**src/inc/ddr3_mode_pkg.sv**
```systemverilog
package ddr3_mode_pkg;

	// Pin widths
	localparam int ADDR_W = 16;
	localparam int BA_W = 3;
	localparam int DQ_W = 16;
	localparam int LANE_W = 8;

	// Mode register select on the bank pins during a mode register set
	localparam logic [2:0] MR0_SEL = 3'h0;
	localparam logic [2:0] MR1_SEL = 3'h1;
	localparam logic [2:0] MR2_SEL = 3'h2;
	localparam logic [2:0] MR3_SEL = 3'h3;

	// Field positions inside the mode registers
	localparam int MR0_BL_LSB = 0;
	localparam int MR0_CL_LSB = 4;
	localparam int MR1_DLL_OFF_BIT = 0;
	localparam int MR1_AL_LSB = 3;
	localparam int MR2_CWL_LSB = 3;
	localparam int MR3_LOC_LSB = 0;
	localparam int MR3_MPR_BIT = 2;

	// Column address bits that steer a read or write
	localparam int COL_NIBBLE_BIT = 2;
	localparam int COL_AP_BIT = 10;
	localparam int COL_BC_BIT = 12;
	localparam int COL_W = 10;

	// Reset values of the mode register fields
	localparam logic [1:0] BL_RST = 2'h0;
	localparam logic [2:0] CL_FIELD_RST = 3'h2;
	localparam logic [1:0] AL_FIELD_RST = 2'h0;
	localparam logic [2:0] CWL_FIELD_RST = 3'h1;
	localparam logic [1:0] LOC_RST = 2'h0;

	// Burst length field encodings
	localparam logic [1:0] BL_FIXED8 = 2'h0;
	localparam logic [1:0] BL_OTF = 2'h1;
	localparam logic [1:0] BL_FIXED4 = 2'h2;

	// Readout location holding the calibration pattern; bit n goes out on beat n
	localparam logic [1:0] LOC_CALIB = 2'h0;
	localparam logic [7:0] CALIB_PATTERN = 8'hAA;

	// Latency bases and the one pair allowed with the DLL off
	localparam logic [4:0] CL_BASE = 5'h04;
	localparam logic [4:0] CWL_BASE = 5'h05;
	localparam logic [4:0] CL_DLL_OFF = 5'h06;
	localparam logic [4:0] CWL_DLL_OFF = 5'h06;

	// Beats per burst
	localparam logic [3:0] BEATS_BL8 = 4'h8;
	localparam logic [3:0] BEATS_BC4 = 4'h4;

	// Read latency pipe: the data path adds two stages after the tap
	localparam int PIPE_DEPTH = 32;
	localparam logic [4:0] PIPE_OFFSET = 5'h02;

	// Decoded command
	typedef enum logic [3:0] {
		CMD_DESEL = 4'h0,
		CMD_NOP = 4'h1,
		CMD_MRS = 4'h2,
		CMD_REF = 4'h3,
		CMD_PRE = 4'h4,
		CMD_ACT = 4'h5,
		CMD_WR = 4'h6,
		CMD_RD = 4'h7,
		CMD_ZQ = 4'h8
	} cmd_e;

	// Device mode: one bit changes on each step away from run
	typedef enum logic [1:0] {
		ST_RUN = 2'b00,
		ST_MPR = 2'b01,
		ST_SREF = 2'b10
	} dev_state_e;

	// Read latency in clocks: additive plus read latency, one less with the DLL off
	function automatic logic [4:0] read_latency(input logic [2:0] cl_f, input logic [1:0] al_f,
		input logic dll_off);
		logic [4:0] cl;
		logic [4:0] al;
		cl = CL_BASE + {2'b00, cl_f};
		case (al_f)
			2'h1: al = cl - 5'h01;
			2'h2: al = cl - 5'h02;
			default: al = 5'h00;
		endcase
		read_latency = cl + al - {4'h0, dll_off};
	endfunction

endpackage

```
**src/hw/read_latency_pipe.sv**
```systemverilog
`timescale 1ns/100ps
// Delay line that carries each read's burst description to its launch cycle
module read_latency_pipe import ddr3_mode_pkg::*; #(
	parameter int DEPTH = PIPE_DEPTH,
	parameter int W = 4
) (
	input wire logic ref_clk_in,
	input wire logic rst_in,
	input wire logic push_in,
	input wire logic [W-1:0] info_in,
	input wire logic [4:0] tap_in,
	output logic pop_out,
	output logic [W-1:0] info_out
);

	logic [DEPTH-1:0] valid_q; // One flag per cycle of delay
	logic [W-1:0] info_q [DEPTH]; // Burst description travelling with each flag

	// Shift every cycle; a read never waits, so no stall path is needed
	always_ff @(posedge ref_clk_in or posedge rst_in) begin
		if (rst_in) begin
			valid_q <= '0;
		end else begin
			valid_q <= {valid_q[DEPTH-2:0], push_in};
		end
	end

	// Payload needs no reset, the flag qualifies it
	always_ff @(posedge ref_clk_in) begin
		info_q[0] <= info_in;
		for (int i = 1; i < DEPTH; i++) begin
			info_q[i] <= info_q[i-1];
		end
	end

	// Tap picked by the programmed latency
	assign pop_out = valid_q[tap_in];
	assign info_out = info_q[tap_in];

endmodule

```
**src/hw/burst_beat_gen.sv**
```systemverilog
`timescale 1ns/100ps
// Steps through the beats of one read burst in the documented order
module burst_beat_gen import ddr3_mode_pkg::*; (
	input wire logic ref_clk_in,
	input wire logic rst_in,
	input wire logic start_in,
	input wire logic [2:0] start_pos_in,
	input wire logic chop_in,
	input wire logic mpr_in,
	output logic active_out,
	output logic [2:0] pos_out,
	output logic mpr_out
);

	logic [3:0] left_q; // Beats still to go after the current one

	// A new start restarts the burst, which also covers a seamless follow-on read
	always_ff @(posedge ref_clk_in or posedge rst_in) begin
		if (rst_in) begin
			active_out <= 1'b0;
			pos_out <= 3'h0;
			mpr_out <= 1'b0;
			left_q <= 4'h0;
		end else if (start_in) begin
			active_out <= 1'b1;
			pos_out <= start_pos_in;
			mpr_out <= mpr_in;
			left_q <= (chop_in ? BEATS_BC4 : BEATS_BL8) - 4'h1;
		end else if (active_out) begin
			if (left_q == 4'h0) begin
				active_out <= 1'b0;
			end else begin
				pos_out <= pos_out + 3'h1;
				left_q <= left_q - 4'h1;
			end
		end
	end

endmodule

```
**src/hw/ddr3_mode_ctrl.sv**
```systemverilog
`timescale 1ns/100ps
// Operation
// - MR3 bit two set enters readout mode
// - Readout mode serves reads from the register
// - Read with auto precharge acts as read
// - Readout bit clear means normal array access
// - Lane bit zero carries bit, others copy/zero
// - Column low bits zero; other address ignored
// - Burst order by nibble bit and chop
// - Burst chop honoured, fixed or per command
// - DLL locked first; normal read latency applies
// - Beat zero is LSB, beat seven MSB
// - Location zero returns alternating calibration pattern
// - No-operation registers nothing, disturbs nothing
// - Deselect executes nothing; bursts continue
// - MR1 bit zero disables the DLL
// - DLL off supports only latency six/six
// - DLL off launches read one cycle early
module ddr3_mode_ctrl import ddr3_mode_pkg::*; (
	input wire logic ref_clk_in,
	input wire logic rst_in,
	input wire logic cke_in,
	input wire logic cs_n_in,
	input wire logic ras_n_in,
	input wire logic cas_n_in,
	input wire logic we_n_in,
	input wire logic [BA_W-1:0] ba_in,
	input wire logic [ADDR_W-1:0] addr_in,
	input wire logic lane_copy_in,
	input wire logic [DQ_W-1:0] array_rdata_in,
	output logic [DQ_W-1:0] dq_out,
	output logic dq_oe_out,
	output logic [2:0] beat_pos_out,
	output logic array_rd_out,
	output logic array_wr_out,
	output logic auto_precharge_out,
	output logic [BA_W-1:0] array_bank_out,
	output logic [COL_W-1:0] array_col_out,
	output logic mpr_mode_out,
	output logic self_refresh_out,
	output logic dll_off_out,
	output logic latency_error_out,
	output logic illegal_cmd_out
);

	cmd_e cmd; // Command seen this cycle
	dev_state_e state_q; // Run, readout mode or self refresh
	logic [1:0] bl_q; // Burst length field
	logic [2:0] cl_q; // Read latency field
	logic [1:0] al_q; // Additive latency field
	logic [2:0] cwl_q; // Write latency field
	logic [1:0] loc_q; // Readout location select
	logic dll_off_q; // DLL bypass flag
	logic is_rd; // Read or read with auto precharge
	logic mpr_rd; // Read served by the readout register
	logic chop; // This read is a four-beat chop
	logic [2:0] start_pos; // First beat position
	logic [4:0] rl; // Current read latency
	logic [4:0] tap; // Pipe tap for that latency
	logic launch; // Burst starts in the beat generator
	logic [4:0] launch_info; // {mpr, chop, start position}
	logic [4:0] u_info; // Description of the launching burst
	logic beat_active; // Beat generator is in a burst
	logic [2:0] beat_pos; // Burst position of this beat
	logic beat_mpr; // Beat belongs to a readout register read
	logic calib_bit; // Register bit for this beat
	logic [4:0] cl_eff; // Programmed read latency
	logic [4:0] cwl_eff; // Programmed write latency

	// Command decode; deselect and no-operation fall through and touch nothing
	always_comb begin
		if (cs_n_in || !cke_in && !(state_q != ST_SREF && !ras_n_in && !cas_n_in && we_n_in)) begin
			cmd = CMD_DESEL;
		end else begin
			case ({ras_n_in, cas_n_in, we_n_in})
				3'b000: cmd = CMD_MRS;
				3'b001: cmd = CMD_REF;
				3'b010: cmd = CMD_PRE;
				3'b011: cmd = CMD_ACT;
				3'b100: cmd = CMD_WR;
				3'b101: cmd = CMD_RD;
				3'b110: cmd = CMD_ZQ;
				default: cmd = CMD_NOP;
			endcase
		end
	end

	// Read steering: readout mode redirects, auto precharge is dropped there
	assign is_rd = (cmd == CMD_RD) && cke_in;
	assign mpr_rd = is_rd && (state_q == ST_MPR);
	// Chop is fixed by mode or picked per command when on-the-fly is set
	assign chop = (bl_q == BL_FIXED4) || (bl_q == BL_OTF && !addr_in[COL_BC_BIT]);
	// Nibble bit picks the half only for a chop; low column bits are ignored
	assign start_pos = chop ? {addr_in[COL_NIBBLE_BIT], 2'b00} : 3'h0;
	assign launch_info = {mpr_rd, chop, start_pos};

	// Latency with the one-cycle shift of bypass mode
	assign rl = read_latency(cl_q, al_q, dll_off_q);
	assign tap = rl - PIPE_OFFSET;
	assign cl_eff = CL_BASE + {2'b00, cl_q};
	assign cwl_eff = CWL_BASE + {2'b00, cwl_q};

	// Mode register fields; in readout mode every register still changes, and MR3 can leave it
	always_ff @(posedge ref_clk_in or posedge rst_in) begin
		if (rst_in) begin
			bl_q <= BL_RST;
			cl_q <= CL_FIELD_RST;
			al_q <= AL_FIELD_RST;
			cwl_q <= CWL_FIELD_RST;
			loc_q <= LOC_RST;
			dll_off_q <= 1'b0;
		end else if (cmd == CMD_MRS && state_q != ST_SREF) begin
			case (ba_in)
				MR0_SEL: begin
					bl_q <= addr_in[MR0_BL_LSB +: 2];
					cl_q <= addr_in[MR0_CL_LSB +: 3];
				end
				MR1_SEL: begin
					dll_off_q <= addr_in[MR1_DLL_OFF_BIT];
					al_q <= addr_in[MR1_AL_LSB +: 2];
				end
				MR2_SEL: begin
					cwl_q <= addr_in[MR2_CWL_LSB +: 3];
				end
				MR3_SEL: begin
					loc_q <= addr_in[MR3_LOC_LSB +: 2];
				end
				default: begin
				end
			endcase
		end
	end

	// Device mode; self refresh entry is refused while readout mode is on
	always_ff @(posedge ref_clk_in or posedge rst_in) begin
		if (rst_in) begin
			state_q <= ST_RUN;
		end else begin
			case (state_q)
				ST_RUN: begin
					if (cmd == CMD_MRS && ba_in == MR3_SEL && addr_in[MR3_MPR_BIT]) begin
						state_q <= ST_MPR;
					end else if (cmd == CMD_REF && !cke_in) begin
						state_q <= ST_SREF;
					end
				end
				ST_MPR: begin
					if (cmd == CMD_MRS && ba_in == MR3_SEL && !addr_in[MR3_MPR_BIT]) begin
						state_q <= ST_RUN;
					end
				end
				ST_SREF: begin
					// Exit on CKE high; controller then holds it high meanwhile
					if (cke_in) begin
						state_q <= ST_RUN;
					end
				end
				default: state_q <= ST_RUN;
			endcase
		end
	end

	// Array requests; none leave the block in readout mode
	always_ff @(posedge ref_clk_in or posedge rst_in) begin
		if (rst_in) begin
			array_rd_out <= 1'b0;
			array_wr_out <= 1'b0;
			auto_precharge_out <= 1'b0;
			array_bank_out <= '0;
			array_col_out <= '0;
		end else begin
			array_rd_out <= is_rd && state_q == ST_RUN;
			array_wr_out <= cmd == CMD_WR && state_q == ST_RUN;
			// Auto precharge only outside readout mode
			auto_precharge_out <= (is_rd || cmd == CMD_WR) && state_q == ST_RUN
				&& addr_in[COL_AP_BIT];
			if (is_rd || cmd == CMD_WR) begin
				array_bank_out <= ba_in;
				array_col_out <= addr_in[COL_W-1:0];
			end
		end
	end

	// Anything but a read, mode set, no-operation or deselect in readout mode, or CKE low there, is flagged and dropped
	always_ff @(posedge ref_clk_in or posedge rst_in) begin
		if (rst_in) begin
			illegal_cmd_out <= 1'b0;
		end else begin
			illegal_cmd_out <= state_q == ST_MPR && (!cke_in || (cmd != CMD_DESEL
				&& cmd != CMD_NOP && cmd != CMD_RD && cmd != CMD_MRS));
		end
	end

	// Bypass mode only works at the one latency pair; warn software otherwise
	always_ff @(posedge ref_clk_in or posedge rst_in) begin
		if (rst_in) begin
			latency_error_out <= 1'b0;
			dll_off_out <= 1'b0;
			mpr_mode_out <= 1'b0;
			self_refresh_out <= 1'b0;
		end else begin
			latency_error_out <= dll_off_q && (cl_eff != CL_DLL_OFF
				|| cwl_eff != CWL_DLL_OFF);
			dll_off_out <= dll_off_q;
			mpr_mode_out <= state_q == ST_MPR;
			self_refresh_out <= state_q == ST_SREF;
		end
	end

	// Delay each read to its launch cycle
	read_latency_pipe #(
		.DEPTH(PIPE_DEPTH),
		.W(5)
	) u_pipe (
		.ref_clk_in(ref_clk_in),
		.rst_in(rst_in),
		.push_in(is_rd),
		.info_in(launch_info),
		.tap_in(tap),
		.pop_out(launch),
		.info_out(u_info)
	);

	// Beat order within the burst
	burst_beat_gen u_beats (
		.ref_clk_in(ref_clk_in),
		.rst_in(rst_in),
		.start_in(launch),
		.start_pos_in(u_info[2:0]),
		.chop_in(u_info[3]),
		.mpr_in(u_info[4]),
		.active_out(beat_active),
		.pos_out(beat_pos),
		.mpr_out(beat_mpr)
	);

	// Reserved locations read as zero; position n takes pattern bit n
	assign calib_bit = (loc_q == LOC_CALIB) ? CALIB_PATTERN[beat_pos] : 1'b0;

	// Data pins; lane bit zero of both bytes carries the register bit
	always_ff @(posedge ref_clk_in or posedge rst_in) begin
		if (rst_in) begin
			dq_out <= '0;
			dq_oe_out <= 1'b0;
			beat_pos_out <= 3'h0;
		end else begin
			dq_oe_out <= beat_active;
			beat_pos_out <= beat_pos;
			if (!beat_active) begin
				dq_out <= '0;
			end else if (beat_mpr) begin
				// Copy or zero on upper lane bits, chosen by a strap port
				dq_out <= {2{lane_copy_in ? {LANE_W{calib_bit}}
					: {{(LANE_W-1){1'b0}}, calib_bit}}};
			end else begin
				dq_out <= array_rdata_in;
			end
		end
	end

	// Assertions
	property p_mpr_enter;
		@(posedge ref_clk_in) disable iff (rst_in)
		(state_q == ST_RUN && cmd == CMD_MRS && ba_in == MR3_SEL && addr_in[MR3_MPR_BIT])
		|=> ##1 mpr_mode_out;
	endproperty
	a_mpr_enter: assert property (p_mpr_enter) else $error("readout mode not entered");

	property p_mpr_no_array;
		@(posedge ref_clk_in) disable iff (rst_in)
		mpr_rd |=> !array_rd_out && !auto_precharge_out;
	endproperty
	a_mpr_no_array: assert property (p_mpr_no_array) else $error("readout read hit array");

	property p_rda_plain;
		@(posedge ref_clk_in) disable iff (rst_in)
		state_q == ST_MPR |=> !auto_precharge_out;
	endproperty
	a_rda_plain: assert property (p_rda_plain) else $error("auto precharge in readout");

	property p_normal_rd;
		@(posedge ref_clk_in) disable iff (rst_in)
		is_rd && state_q == ST_RUN |=> array_rd_out && array_col_out == $past(addr_in[COL_W-1:0]);
	endproperty
	a_normal_rd: assert property (p_normal_rd) else $error("array read lost");

	property p_lane_zero;
		@(posedge ref_clk_in) disable iff (rst_in)
		beat_active && beat_mpr |=> dq_oe_out && dq_out[0] == dq_out[LANE_W]
			&& dq_out[0] == (loc_q == LOC_CALIB && $past(beat_pos[0]));
	endproperty
	a_lane_zero: assert property (p_lane_zero) else $error("calibration bit wrong");

	property p_bc4_len;
		@(posedge ref_clk_in) disable iff (rst_in)
		launch && u_info[3] ##1 !launch [*4] |-> $past(beat_active, 3) && $past(beat_active, 2)
			&& $past(beat_active) && beat_active ##1 !beat_active;
	endproperty
	a_bc4_len: assert property (p_bc4_len) else $error("chop burst length wrong");

	property p_upper_nibble;
		@(posedge ref_clk_in) disable iff (rst_in)
		launch && u_info[3] && u_info[2:0] == 3'h4 |=> beat_pos == 3'h4 ##1 beat_pos == 3'h5;
	endproperty
	a_upper_nibble: assert property (p_upper_nibble) else $error("nibble order wrong");

	property p_nop_quiet;
		@(posedge ref_clk_in) disable iff (rst_in)
		(cmd == CMD_NOP || cmd == CMD_DESEL) && state_q == ST_RUN
		|=> !array_rd_out && !array_wr_out && $stable(state_q);
	endproperty
	a_nop_quiet: assert property (p_nop_quiet) else $error("idle command acted");

	property p_dll_latency;
		@(posedge ref_clk_in) disable iff (rst_in)
		dll_off_q && al_q == 2'h0 && cl_q == 3'h2 && is_rd && !dq_oe_out |-> ##6 dq_oe_out;
	endproperty
	a_dll_latency: assert property (p_dll_latency) else $error("bypass latency wrong");

	property p_lat_err;
		@(posedge ref_clk_in) disable iff (rst_in)
		dll_off_q && cl_eff != CL_DLL_OFF |=> latency_error_out;
	endproperty
	a_lat_err: assert property (p_lat_err) else $error("latency error missed");

	c_mpr_read: cover property (@(posedge ref_clk_in) disable iff (rst_in)
		mpr_rd ##[4:31] dq_oe_out);
	c_bc4_upper: cover property (@(posedge ref_clk_in) disable iff (rst_in)
		launch && u_info[2:0] == 3'h4);
	c_sref: cover property (@(posedge ref_clk_in) disable iff (rst_in)
		self_refresh_out ##1 !self_refresh_out);

endmodule

```
**config.mk**
```make
export PLATFORM = sky130hd
export DESIGN_NAME = ddr3_mode_ctrl
export DESIGN_NICKNAME = d
export VERILOG_FILES = /design/src/inc/ddr3_mode_pkg.sv /design/src/hw/read_latency_pipe.sv /design/src/hw/burst_beat_gen.sv /design/src/hw/ddr3_mode_ctrl.sv
export SDC_FILE = /design/constraint.sdc
export NUM_CORES = 1
export LEC_CHECK = 0
export ABC_AREA = 1
export BUFFER_PORTS_ARGS = -buffer_cell sky130_fd_sc_hd__buf_4
export CAP_MARGIN = 20
export CORE_ASPECT_RATIO = 1.2
export CORE_MARGIN = 2
export CORE_UTILIZATION = 60
export CTS_CLUSTER_SIZE = 24
export DETAILED_ROUTE_END_ITERATION = 6
export PLACE_DENSITY = 0.89
export SYNTH_ARGS = -nofsm -noshare
export SYNTH_HDL_FRONTEND = slang
export SYNTH_HIERARCHICAL = 1
export SYNTH_SLANG_ARGS = --single-unit
```
**constraint.sdc**
```tcl
create_clock -name ref_clk_in -period 4.57 [get_ports ref_clk_in]
set_clock_uncertainty 0.05 [all_clocks]
set_input_delay 0.914 -clock ref_clk_in [delete_from_list [all_inputs] [get_ports ref_clk_in]]
set_output_delay 0.914 -clock ref_clk_in [all_outputs]
set_load 0.01 [all_outputs]
```
Word-level counts from Yosys, hierarchy flattened

Memory sizes are Yosys's and may differ from the RTL's.
Cells that the tools add are included.

$add $sub $neg: 10
Magnitude comparators: 2
Eq/ne operators: 29
Muxes and demuxes: 26
Reduce and logical (&&, ||, !) cells: 45

Operators with widths:

| kind                                                   | count |
|---|---|
| two-way mux 16 bit                                     | 2 |
| case mux 4 bit (7 select lines)                        | 1 |
| logical AND 1 bit                                      | 21 |
| two-way mux 4 bit                                      | 5 |
| equality test 3 x 2 -> 1 bit (second input constant)   | 4 |
| two-way mux 3 bit                                      | 4 |
| inequality test 4 x 3 -> 1 bit (second input constant) | 3 |
| case mux 5 bit (2 select lines)                        | 1 |
| AND reduction 2 bit                                    | 5 |
| subtractor 5 x 2 -> 5 bit (second input constant)      | 2 |
| equality test 3 bit (second input constant)            | 3 |
| adder 3 x 3 -> 4 bit (first input constant)            | 2 |
| equality test 4 x 2 -> 1 bit (second input constant)   | 2 |
| equality test 4 x 3 -> 1 bit (second input constant)   | 2 |
| two-way mux 2 bit                                      | 4 |
| two-way mux 8 bit                                      | 1 |
| inequality test 2 bit (second input constant)          | 4 |
| subtractor 4 x 1 -> 4 bit (second input constant)      | 2 |
| equality test 2 x 1 -> 1 bit (second input constant)   | 3 |
| equality test 2 bit (second input constant)            | 3 |
| equality test 3 x 1 -> 1 bit (second input constant)   | 2 |
| logical NOT 1 bit                                      | 6 |
| logical NOT 3 bit                                      | 2 |
| < comparator 5 x 6 -> 1 bit (second input constant)    | 1 |
| 17 further kinds                                       | 27 |

Bits in registers: 97
RAM bits: 160
Bits in read-only memories: 8
Output and inout port bits: 41
Logic and storage cells: 139
Memories: 2

Memories:

| name            | words | width | rd ports | clocked after Yosys merged registers in | write ports | RTL line                | RTL |
|---|---|---|---|---|---|---|---|
| u_pipe.info_q   | 32    | 5     | 32       | 0                                       | 32          | read_latency_pipe.sv:17 | `logic [W-1:0] info_q [DEPTH];` |
| (no name shown) | 8     | 1     | 1        | 0                                       | 0           | ddr3_mode_ctrl.sv:238   | `assign calib_bit = (loc_q == LOC_CALIB) ? CALIB_PATTERN[beat_pos] : 1'b0;` |

Depth between registers and ports, before layout

Gate-level depths: netlist of run 1.

Depth in word-level cells: 14
Depth in mapped cells: 29
Gate-level depth less buffers: 25

By module

Netlist of run 1, hierarchy kept.

Modules (own cells, without submodules):

| module            | times used | cells each | area each (µm²) | sequential area each (µm²) |
|---|---|---|---|---|
| read_latency_pipe | 1          | 650        | 5999.5          | 4003.8 |
| ddr3_mode_ctrl    | 1          | 283        | 2647.5          | 1403.8 |
| burst_beat_gen    | 1          | 73         | 565.5           | 225.2 |

Worst setup path before layout of run 1

No wires, ideal clock.

Path kind: reg2reg
Start point: reg cl_q[1]
End point: reg u_beats.left_q[2]
Arrival: 3.819 ns
Path slack: 0.584 ns
Cell stages (with the launch flop): 27
Buffers on the path: 4
Clock period less this slack: 3.986 ns
Path through: dfstp_2 -> inv_1 -> ha_1 -> o22ai_1 -> nand2_1 -> fa_1 -> inv_1 -> ha_1 -> fa_1 -> buf_2 -> clkbuf_1 -> nand3_1 -> nand2_1 -> nand2_1 -> nand2_1 -> nand2_1 -> nand2_1 -> buf_6 -> inv_8 -> buf_6 -> nand2_1 -> ha_1 -> inv_1 -> nand3_1 -> nand2_2 -> nand2_1 -> nand2_1

Longest elaborated chain between the ends: 10
Elaborated cells between the ends (all ways): 16

Ends and longest elaborated chain:

| what                                                                         | RTL line                                 | RTL |
|---|---|---|
| from (decl)                                                                  | ddr3_mode_ctrl.sv:49                     | `logic [2:0] cl_q;` |
| from (signal assigned)                                                       | ddr3_mode_ctrl.sv:116                    | `cl_q <= addr_in[MR0_CL_LSB +: 3];` |
| adder 3 x 3 -> 4 bit (*)                                                     | ddr3_mode_pkg.sv:85                      | `cl = CL_BASE + {2'b00, cl_f};` |
| subtractor 5 x 2 -> 5 bit or subtractor 5 x 1 -> 5 bit (tied branches)       | ddr3_mode_pkg.sv:88, ddr3_mode_pkg.sv:87 |  |
| case mux 5 bit (2 select lines)                                              | ddr3_mode_pkg.sv:86                      | `case (al_f)` |
| adder 5 bit (*)                                                              | ddr3_mode_pkg.sv:91                      | `read_latency = cl + al - {4'h0, dll_off};` |
| subtractor 5 x 1 -> 5 bit (*)                                                | ddr3_mode_pkg.sv:91                      |  |
| subtractor 5 x 2 -> 5 bit (*)                                                | ddr3_mode_ctrl.sv:99                     | `assign tap = rl - PIPE_OFFSET;` |
| named net tap[2]                                                             | ddr3_mode_ctrl.sv:59                     | `logic [4:0] tap;` |
| binary-select mux 1 bit (select 5 bit) (*)                                   | read_latency_pipe.sv:37                  | `assign pop_out = valid_q[tap_in];` |
| two-way mux 1 bit (not written as such) (*)                                  | read_latency_pipe.sv:37                  |  |
| named net launch                                                             | ddr3_mode_ctrl.sv:60                     | `logic launch;` |
| inequality test 2 bit (no source line) or nonzero test 2 bit (tied branches) | n/a                                      |  |
| AND reduction 2 bit (no source line)                                         | n/a                                      |  |
| to (signal assigned)                                                         | burst_beat_gen.sv:28                     | `left_q <= (chop_in ? BEATS_BC4 : BEATS_BL8) - 4'h1;` |
| to (signal assigned)                                                         | burst_beat_gen.sv:34                     | `left_q <= left_q - 4'h1;` |
| to (decl)                                                                    | burst_beat_gen.sv:15                     | `logic [3:0] left_q;` |

The timed path passes the listed nets; every way through them passes the cells marked *. The select of a mux whose other input is x is not followed.
A chain may end at the register's enable or synchronous reset.

Final worst setup path of run 1

Same ends and word-level chain as after synthesis.

==> flow_summary.toml, run 1 <==
[outcome]
status = "finished clean"

[critical_path]
critPathSlowestCell = "fa_2"
worst-path-stages = 23
r2r_end = "u_beats/left_q[2]"
critPathMaxFanout = 19
slowest_delay_ns = 0.64
cp.required_ns = 4.99
reg2reg_slack_ns = 0.36
endpoint_kind = "register"
criticalPathCategory = "reg -> reg"
cp_top_family = "adder cells"
crit_chain = "inv_1, ha_1, o22ai_1, nand2_1, fa_1, inv_1, ha_1, fa_2, inv_1, nand3_1, nand2_1, nand2_1, nand2_1, nand2_1, nand2_2, inv_8, nand2_1, ha_1, inv_1, nand3_1, nand2_2, nand2_1, nand2_1"
rr_worst_depth = 23
worstPathArrival_ns = 4.63
r2r_start = "cl_q[1]"
critPathBufInv = 5
start_kind = "register"
crit_top_cell = "nand2_1"

[hold_path]
min_path_cells = 0
hold_end = "u_pipe/info_q[9][2]"
hp-start = "u_pipe/info_q[8][2]"
worstHoldPathType = "reg -> reg"

[route]
antenna_left = 0
drt_iter0_markers = 527
detail_route.vias_per_cell = 5.34
first_pass_iters = 5
wire_per_inst_um = 14.9
drc = 0
vias = 6960
wl_mm = 19.5

[place]
dpl.hpwl_mm = 12.1
placed_area_um2 = 9890
gp_congestion = 0.845
io_buffers = 79

[timing]
worstMarginPinSlew_ns = 1.01
fmax_ghz = 0.238
hold_slack_ns = 0.281
setup_viol = 0
min_period_over_period_pct = 92.1
hold_viol = 0
post-route-min-period_ns = 4.21
rsz0062_at_grt = "no"
setup-tns-final_ns = 0
drv_slew = 0
slew-limit-headroom_pct = 32.3

[clock_tree]
cts_root_buffer = "clkbuf_16"
clk_path_buf_depth = 3
hold_buffers = 0
clk_pin_slew_ns = 0.07
cts_tree = "done"
clk_latency_ns = 0.53
cts_setup_buffers = 0
htreeDepth = 1
cts_resized = 0
cts_sinks = 257
cts_buffers = 24

[yosys]
synth_warnings = 6
synth_area_leader_cell = "dfxtp_1"
netlist_area_um2 = 9210
syn_inst = 1006
seq_area_frac_synth_pct = 61.1
syn_area_per_cell_um2 = 9.16
synth_edf_count = 0
synth-async-reset-ratio_pct = 37.7
synth.area.top_cells = "dfxtp_1, dfrtp_1, nand2_1"
ys_types = 39
yosys.area.top_type_share_pct = 34.8
ys.flop_type = "dfxtp_1"
ys_seq_elements = 257

[power_and_ir_drop]
p_int_uw = 4190
vdd_drop_max_mv = 0.476
p_total_uw = 6200
leakage_uw = 0.00516
p_sw_uw = 2010
powerDensity_nw_per_um2 = 580
p_comb_share_pct = 25.7
p_seq_share_pct = 42.7
clkPwrFrac_pct = 31.6
p_sw_share_pct = 32.4

[finish]
final_common_cell = "nand2_1"
layout_common_cells = "nand2_1, nand3_1, dfxtp_1"
drive_gt1_share_pct = 16.2
fillers = 979
seq_area_um2 = 5630
fin_util_pct = 71.2
num_antenna_cells = 0
multi_input_area_um2 = 3060
fin_area_um2 = 10700
nets = 1142
areaGrowthSynthToFinish_pct = 16.1

[global_routing]
grt_max_degree = 64
grt_pass1_wl_mm = 33.5
antenna_found_initial = 0
grtUsageTotal_pct = 25.0
grt_overflow = 0
grt_pass1_vias = 7331

[job]
max-cap-violations = 0

[die]
design.core.area_um2 = 15000
die_height_um = 140
rows = 49
boundaryPins = 84
die_area_um2 = 16400
initial_core_util_pct = 61.3
fp.dieW_um = 117
==> flip-flops by register name, indices dropped and copies added, names as in the netlist, 3 cells and up <==
signal,count
beat_pos_out,3
array_col_out,10
cwl_q,3
u_pipe/valid_q,32
u_beats/left_q,4
dq_out,16
cl_q,3
u_pipe/info_q,160
u_beats/pos_out,3
array_bank_out,3
==> power groups by stage <==
| stage | Clock, uW | Sequential [uW] | Combinational, uW |
|---|---|---|---|
| floorplan | 0 | 2690 | 1100 |
| global placement | 0 | 2670 | 1510 |
| detailed placement | 0 | 2680 | 1550 |
| CTS | 1980 | 2640 | 1580 |
| global route | 2060 | 2670 | 1780 |
| finish | 1960 | 2650 | 1590 |
==> layer usage <==
| metal | up-vias | track usage, % | share of wire, % |
|---|---|---|---|
| li1 | 3347 | - | - |
| met1 | 3314 | 31.1 | 40 |
| met2 | 238 | 42.8 | 51 |
| met3 | 61 | 5.18 | 6.6 |
| met4 | 0 | 9.04 | 2.8 |
| met5 | - | 0 | 0 |
==> Yosys cell counts, types with 5 or more instances <==
cell / count
nand2_1: 350
nand3_1: 170
dfxtp_1: 160
dfrtp_1: 95
inv_1: 49
nor2_1: 41
buf_2: 20
ha_1: 16
o21ai_2: 13
buf_6: 12
a21oi_1: 6
clkbuf_1: 6
inv_2: 6
nand2_2: 6
o21ai_0: 6
buf_4: 5
nand4_1: 5
o21ai_1: 5
==> logic make-up (layout without fill, tap and decap cells) <==
kind of cell / after synthesis / after routing / share of synthesized area, %
AND/OR/NAND/NOR: 590 / 590 / 27.7
flip-flops: 257 / 257 / 61.1
buffers and inverters: 103 / 195 / 5.76
AO/OA/AOI/OAI: 35 / 35 / 2.57
adder cells (fa/ha/maj): 18 / 18 / 2.61
XOR/XNOR: 2 / 2 / 0.190
other: 1 / 2 / 0.0407
==> through the flow <==
step	setup slack (ns)	cells
after floorplan	0.584	1007
after global placement	0.429	1258
after detailed placement	0.239	1259
after CTS	0.200	1303
after global routing	0.158	1303
final	0.361	1303
==> layout make-up <==
cell class,instances,share of cell area [%]
clock buffers,37,6.95
inverters,57,2.09
multi-input cells,647,28.6
flip-flops and latches,257,52.7
clock inverters,7,0.480
repair buffers,94,6.79
well taps,204,2.39
==> how the worst max path moves through the flow <==
stage	start	endpoint	slack (ns)
finish	cl_q[1]	u_beats/left_q[2]	0.36
global route	cl_q[1]	u_beats/left_q[2]	0.16
CTS	cl_q[1]	u_beats/left_q[2]	0.20
detailed placement	cl_q[1]	u_beats/left_q[2]	0.24
global placement	cl_q[1]	u_beats/left_q[2]	0.43
floorplan	cl_q[1]	u_beats/left_q[2]	0.58
(Power assumes the default switching activity.)
==> run 2: changes to the inputs <==
ABC_AREA = 0   (was 1)
CORE_UTILIZATION = 59   (was 60)
==> run 2 against run 1 <==
Compared with the run above:
- highest routed layer unchanged
- cell area down 4.9%
- via count down 36%
- synthesized cell count down 48%
- register-to-register slack worse by 0.30 ns
- global-route usage down 4.2 points
- largest cell class unchanged
- final cell count down 38%
==> flow_summary.toml, run 2 <==
[hold_path]
worstHoldPathType = "reg -> reg"

[timing]
slew-limit-headroom_pct = 31.4
hold_slack_ns = 0.293
hold_viol = 0
min_period_over_period_pct = 98.7
drv_slew = 0
rsz0062_at_grt = "yes"
setup_viol = 0
fmax_ghz = 0.222
post-route-min-period_ns = 4.51
setup-tns-final_ns = 0
worstMarginPinSlew_ns = 1.03

[critical_path]
start_kind = "register"
critPathBufInv = 3
worstPathArrival_ns = 4.84
endpoint_kind = "register"
slowest_delay_ns = 0.56
crit_chain = "inv_4, ha_4, o22ai_1, nand2b_1, fa_1, inv_1, ha_2, fa_2, buf_4, mux4_2, mux4_2, mux2_4, nand2b_4, ha_4, nor2b_4, a221oi_2, a21oi_1"
cp.required_ns = 4.90
cp_top_family = "adder cells"
criticalPathCategory = "reg -> reg"
critPathMaxFanout = 5
critPathSlowestCell = "dfstp_2"

[yosys]
seq_area_frac_synth_pct = 66.2
synth-async-reset-ratio_pct = 37.7
ys_types = 49
syn_area_per_cell_um2 = 16.3
synth_area_leader_cell = "dfxtp_1"
yosys.area.top_type_share_pct = 37.7
synth_edf_count = 0
yosysMostFrequentCell = "dfxtp_1"
syn_inst = 521
netlist_area_um2 = 8500
synth_warnings = 6
synth.area.top_cells = "dfxtp_1, dfrtp_1, mux4_2"
synth_commonest_cells = "dfxtp_1, dfrtp_1, mux4_2, nor2_1, mux2_2"
ys.flop_type = "dfxtp_1"
ys_seq_elements = 257

[route]
wl_mm = 15.4
drt_iter0_markers = 254
detail_route.vias_per_cell = 5.48
antenna_left = 0
drc = 0
wire_per_inst_um = 18.9
vias = 4458
first_pass_iters = 4

[clock_tree]
hold_buffers = 0
clk_pin_slew_ns = 0.06
htreeDepth = 1
cts_tree = "done"
cts_buffers = 23
cts_root_buffer = "clkbuf_16"
clk_latency_ns = 0.51
cts_sinks = 257
clk_path_buf_depth = 3

[die]
fp.dieW_um = 114
rows = 48
die_area_um2 = 15400
design.core.area_um2 = 14200
initial_core_util_pct = 59.7
die_height_um = 136
boundaryPins = 84

[finish]
fin_util_pct = 71.4
top_regs = "u_pipe/info_q (160), u_pipe/valid_q (32), dq_out (16)"
areaGrowthSynthToFinish_pct = 19.5
top_register = "u_pipe/info_q"
fillers = 833
nets = 685
largest_reg_flops = 160
layout_common_cells = "dfxtp_1, dfrtp_1, buf_4"
num_antenna_cells = 0
fin_cells = 814
drive_gt1_share_pct = 37.4
final_common_cell = "dfxtp_1"

[global_routing]
antenna_found_initial = 0
grt_overflow = 0
grtUsageTotal_pct = 20.8
grt_pass1_vias = 4927
grt_max_degree = 33
grt_pass1_wl_mm = 25.5

[place]
gp_congestion = 0.748
io_buffers = 79
placed_cells = 767
dpl.hpwl_mm = 9.90

[power_and_ir_drop]
powerDensity_nw_per_um2 = 532
leakage_uw = 0.00446
vdd_drop_max_mv = 0.266

[outcome]
status = "finished clean"

[job]
max-cap-violations = 0
==> run 2: cell count changes in the layout (fill, tap and decap cells not counted), sizes merged, moves of 3 or more <==
cell | before | now
clkinv | 5 | 2
nand3 | 172 | 1
xnor2 | 0 | 4
nand2b | 0 | 10
o21ai | 24 | 4
nor2b | 0 | 6
inv | 59 | 22
nor2 | 47 | 34
nand2 | 358 | 6
a21boi | 0 | 3
mux4 | 0 | 60
nor4b | 0 | 3
mux2 | 0 | 34
==> run 2: cell families after synthesis <==
logic type | synth area share [%]
flops | 66.2
mux | 20.5
simple gates | 5.22
buf+inv | 2.31
compound gates | 2.24
fa+ha+maj | 2.82
xor+xnor | 0.618
other cells | 0.0441
==> run 2: path summary, 6_finish.rpt <==
kind / cells after the start / start / slack [ns] / end
hold / removal: 0 / u_pipe/info_q[15][1] / 0.29 / u_pipe/info_q[16][1]
setup reg to reg: 17 / cl_q[1] / 0.06 / u_beats/left_q[2]
hold reg to reg: 0 / u_pipe/info_q[15][1] / 0.29 / u_pipe/info_q[16][1]
setup / recovery: 17 / cl_q[1] / 0.06 / u_beats/left_q[2]
max in group asynchronous: 3 / rst_in / 3.20 / cwl_q[0]
min in group asynchronous: 2 / rst_in / 0.35 / u_beats/left_q[1]
==> run 2: report_power, final <==
part           leakage [uW]  switching, uW  internal [uW]
registers           0.00260            141           2450
logic               0.00151            425            523
clock network      0.000359            782           1090
total               0.00446           1350           4060
==> run 2: metal layers <==
| metal | track usage, % | wire, um | part of all wire, % |
|---|---|---|---|
| met1 | 28.1 | 6560 | 43 |
| met2 | 35.7 | 7820 | 51 |
| met3 | 3.04 | 709 | 4.6 |
| met4 | 5.96 | 298 | 1.9 |
| met5 | 0 | 0 | 0 |
==> run 2: cell type report <==
cell class | instances | area [um^2] | share of cell area, %
tap | 175 | 219 | 2.15
multi-input combinational | 225 | 2750 | 27.1
inverter | 21 | 81.3 | 0.800
clock buffer | 35 | 682 | 6.71
sequential | 257 | 5630 | 55.4
clock inverter | 5 | 56.3 | 0.554
timing repair buffer | 96 | 744 | 7.32
==> run 2: what timing repair did <==
| action | CTS | global route |
|---|---|---|
| cloned | 0 | 0 |
| setup endpoints to repair | 2 | 4 |
| buffers inserted | 6 | 0 |
| pin swaps | 1 | 0 |
| gates resized for setup | 0 | 4 |
==> run 2: worst register-to-register path: cells and delay by family (launching register included) <==
kind / cells / cell delay (ns)
AND/OR/NAND/NOR: 3 / 0.38
adder cells (fa/ha/maj): 5 / 1.62
buffers and inverters: 3 / 0.28
AO/OA/AOI/OAI: 3 / 0.45
flip-flops: 1 / 0.56
multiplexers: 3 / 1.04
==> run 2: through the flow <==
step	total power [uW]	setup WS (ns)	cell area [um^2]
after floorplan	3260	-0.0684	8610
final	5410	0.0572	10200
after global placement	3510	0.0533	9350
after CTS	5450	0.0483	10100
after global routing	5640	-0.0975	10200
after detailed placement	3570	-0.0609	9350
==> run 3: changes to the inputs <==
CAP_MARGIN = 30   (was 20)
CORE_ASPECT_RATIO = not set   (was 1.2)
CORE_UTILIZATION = 40   (was 59)
PLACE_DENSITY = 0.67   (was 0.89)
==> run 3 against run 2 <==
Compared with the run above:
- clock power rose by 25%
- critical path type unchanged
- first-iteration DRC count down 25%
- global-route usage is 7.3 points lower
- combinational power fell by 1%
- final cell count is 13% higher
- largest power group unchanged
- fmax is 2.3% higher
- via count decreased by 0.56%
- wire length decreased by 2.3%
- worst setup slack gained 0.10 ns
==> flow_summary.toml, run 3 (synthesis gave the netlist of run 2 again) <==
[timing]
hold_viol = 0
post-route-min-period_ns = 4.41
worstMarginPinSlew_ns = 0.912
min_period_over_period_pct = 96.5
fmax_ghz = 0.227
drv_slew = 0
slew-limit-headroom_pct = 38.8
setup-tns-final_ns = 0
setup_viol = 0

[place]
dpl.hpwl_mm = 10.2
gp_congestion = 0.765
placed_area_um2 = 9510
io_buffers = 79

[die]
fp.dieW_um = 150
initial_core_util_pct = 40.6
die_area_um2 = 22400
design.core.area_um2 = 21000
die_height_um = 150
rows = 53
boundaryPins = 84

[finish]
areaGrowthSynthToFinish_pct = 24.0
largest_reg_flops = 160
fin_util_pct = 50.3
num_antenna_cells = 0
top_register = "u_pipe/info_q"
nets = 686
drive_gt1_share_pct = 38.9
final_common_cell = "dfxtp_1"
top_regs = "u_pipe/info_q (160), u_pipe/valid_q (32), dq_out (16)"
layout_common_cells = "dfxtp_1, dfrtp_1, buf_4"
fin_area_um2 = 10500

[outcome]
status = "finished clean"

[hold_path]
hp-start = "u_pipe/info_q[13][2]"
hold_end = "u_pipe/info_q[14][2]"
min_path_cells = 0
worstHoldPathType = "reg -> reg"

[critical_path]
critPathMaxFanout = 6
slowest_delay_ns = 0.55
critPathBufInv = 3
rr_worst_depth = 17
endpoint_kind = "register"
criticalPathCategory = "reg -> reg"
worstPathArrival_ns = 4.78
cp_top_family = "adder cells"
r2r_start = "cl_q[1]"
start_kind = "register"
crit_chain = "inv_4, ha_4, o22ai_1, nand2b_1, fa_1, inv_1, ha_2, fa_2, buf_4, mux4_2, mux4_2, mux2_4, nand2b_4, ha_4, nor2b_4, a221oi_2, a21oi_1"
critPathSlowestCell = "dfstp_2"
reg2reg_slack_ns = 0.16
cp.required_ns = 4.94
r2r_end = "u_beats/left_q[2]"

[clock_tree]
cts_buffers = 26
cts_sinks = 257
cts_root_buffer = "clkbuf_16"
clk_pin_slew_ns = 0.06
htreeDepth = 1
cts_tree = "done"
clk_path_buf_depth = 3
hold_buffers = 0
clk_latency_ns = 0.54

[route]
drt_iter0_markers = 190
wire_per_inst_um = 16.3
drc = 0
antenna_left = 0
first_pass_iters = 4
detail_route.vias_per_cell = 4.82
wl_mm = 15.0
vias = 4433

[power_and_ir_drop]
p_total_uw = 5860
powerDensity_nw_per_um2 = 555
vdd_drop_max_mv = 0.265
leakage_uw = 0.00460

[job]
max-cap-violations = 0

[global_routing]
grt_pass1_wl_mm = 24.5
grt_overflow = 0
grtUsageTotal_pct = 13.5
grt_pass1_vias = 4838
grt_max_degree = 38
antenna_found_initial = 0
-- run 3: changes by cell type in the layout (fill, tap and decap cells not counted), sizes merged --
cell	delta
buf	-2
inv	+1
clkbuf	+1
clkinv	+4
bufinv	+3
clkinvlp	-1
-- run 3: what timing repair did --
action,CTS,global route
resized for setup,0,3
buffers inserted,0,3
setup endpoints to repair,0,4
hold endpoints to repair,0,0
-- run 3: stage by stage --
step / hold slack (ns) / std cells / setup WS, ns
floorplan: 0.276 / 522 / -0.0684
global placement: 0.280 / 866 / 0.0966
detailed placement: 0.282 / 868 / 0.0109
CTS: 0.281 / 916 / 0.0255
global route: 0.293 / 920 / -0.00537
finish: 0.286 / 920 / 0.158
-- run 3: area by class of cell --
class	count	area (um^2)
sequential	257	5630
multi-input combinational	225	2750
clock buffer	36	800
clock inverter	12	195
inverter	21	81.3
tap	275	344
fill	1710	10400
timing repair buffer	94	746
-- run 3: report_power, final --
group          leakage (uW)  total (uW)  switching, uW  internal (uW)
sequential          0.00260        2590            139           2450
clock              0.000496        2330            868           1460
combinational       0.00150         937            422            515
total               0.00460        5860           1430           4430
-- run 3: how the worst max path moves through the flow --
stage,to,depth (start not counted),slack [ns],from
after floorplan,u_beats/left_q[2],19,-0.07,cl_q[1]
after global placement,u_beats/left_q[2],16,0.1,cl_q[1]
after detailed placement,u_beats/left_q[2],16,0.01,cl_q[1]
after CTS,u_beats/left_q[2],16,0.03,cl_q[1]
after global routing,u_beats/left_q[2],17,-0.005,cl_q[1]
final,u_beats/left_q[2],17,0.16,cl_q[1]
-- run 3: routing by layer --
layer | track usage [%] | vias up | wire length [um]
met5 | 0 | - | 0
met4 | 3.40 | 0 | 273
met3 | 2.50 | 27 | 922
met1 | 17.8 | 2222 | 6510
li1 | - | 2068 | -
met2 | 23.2 | 116 | 7340
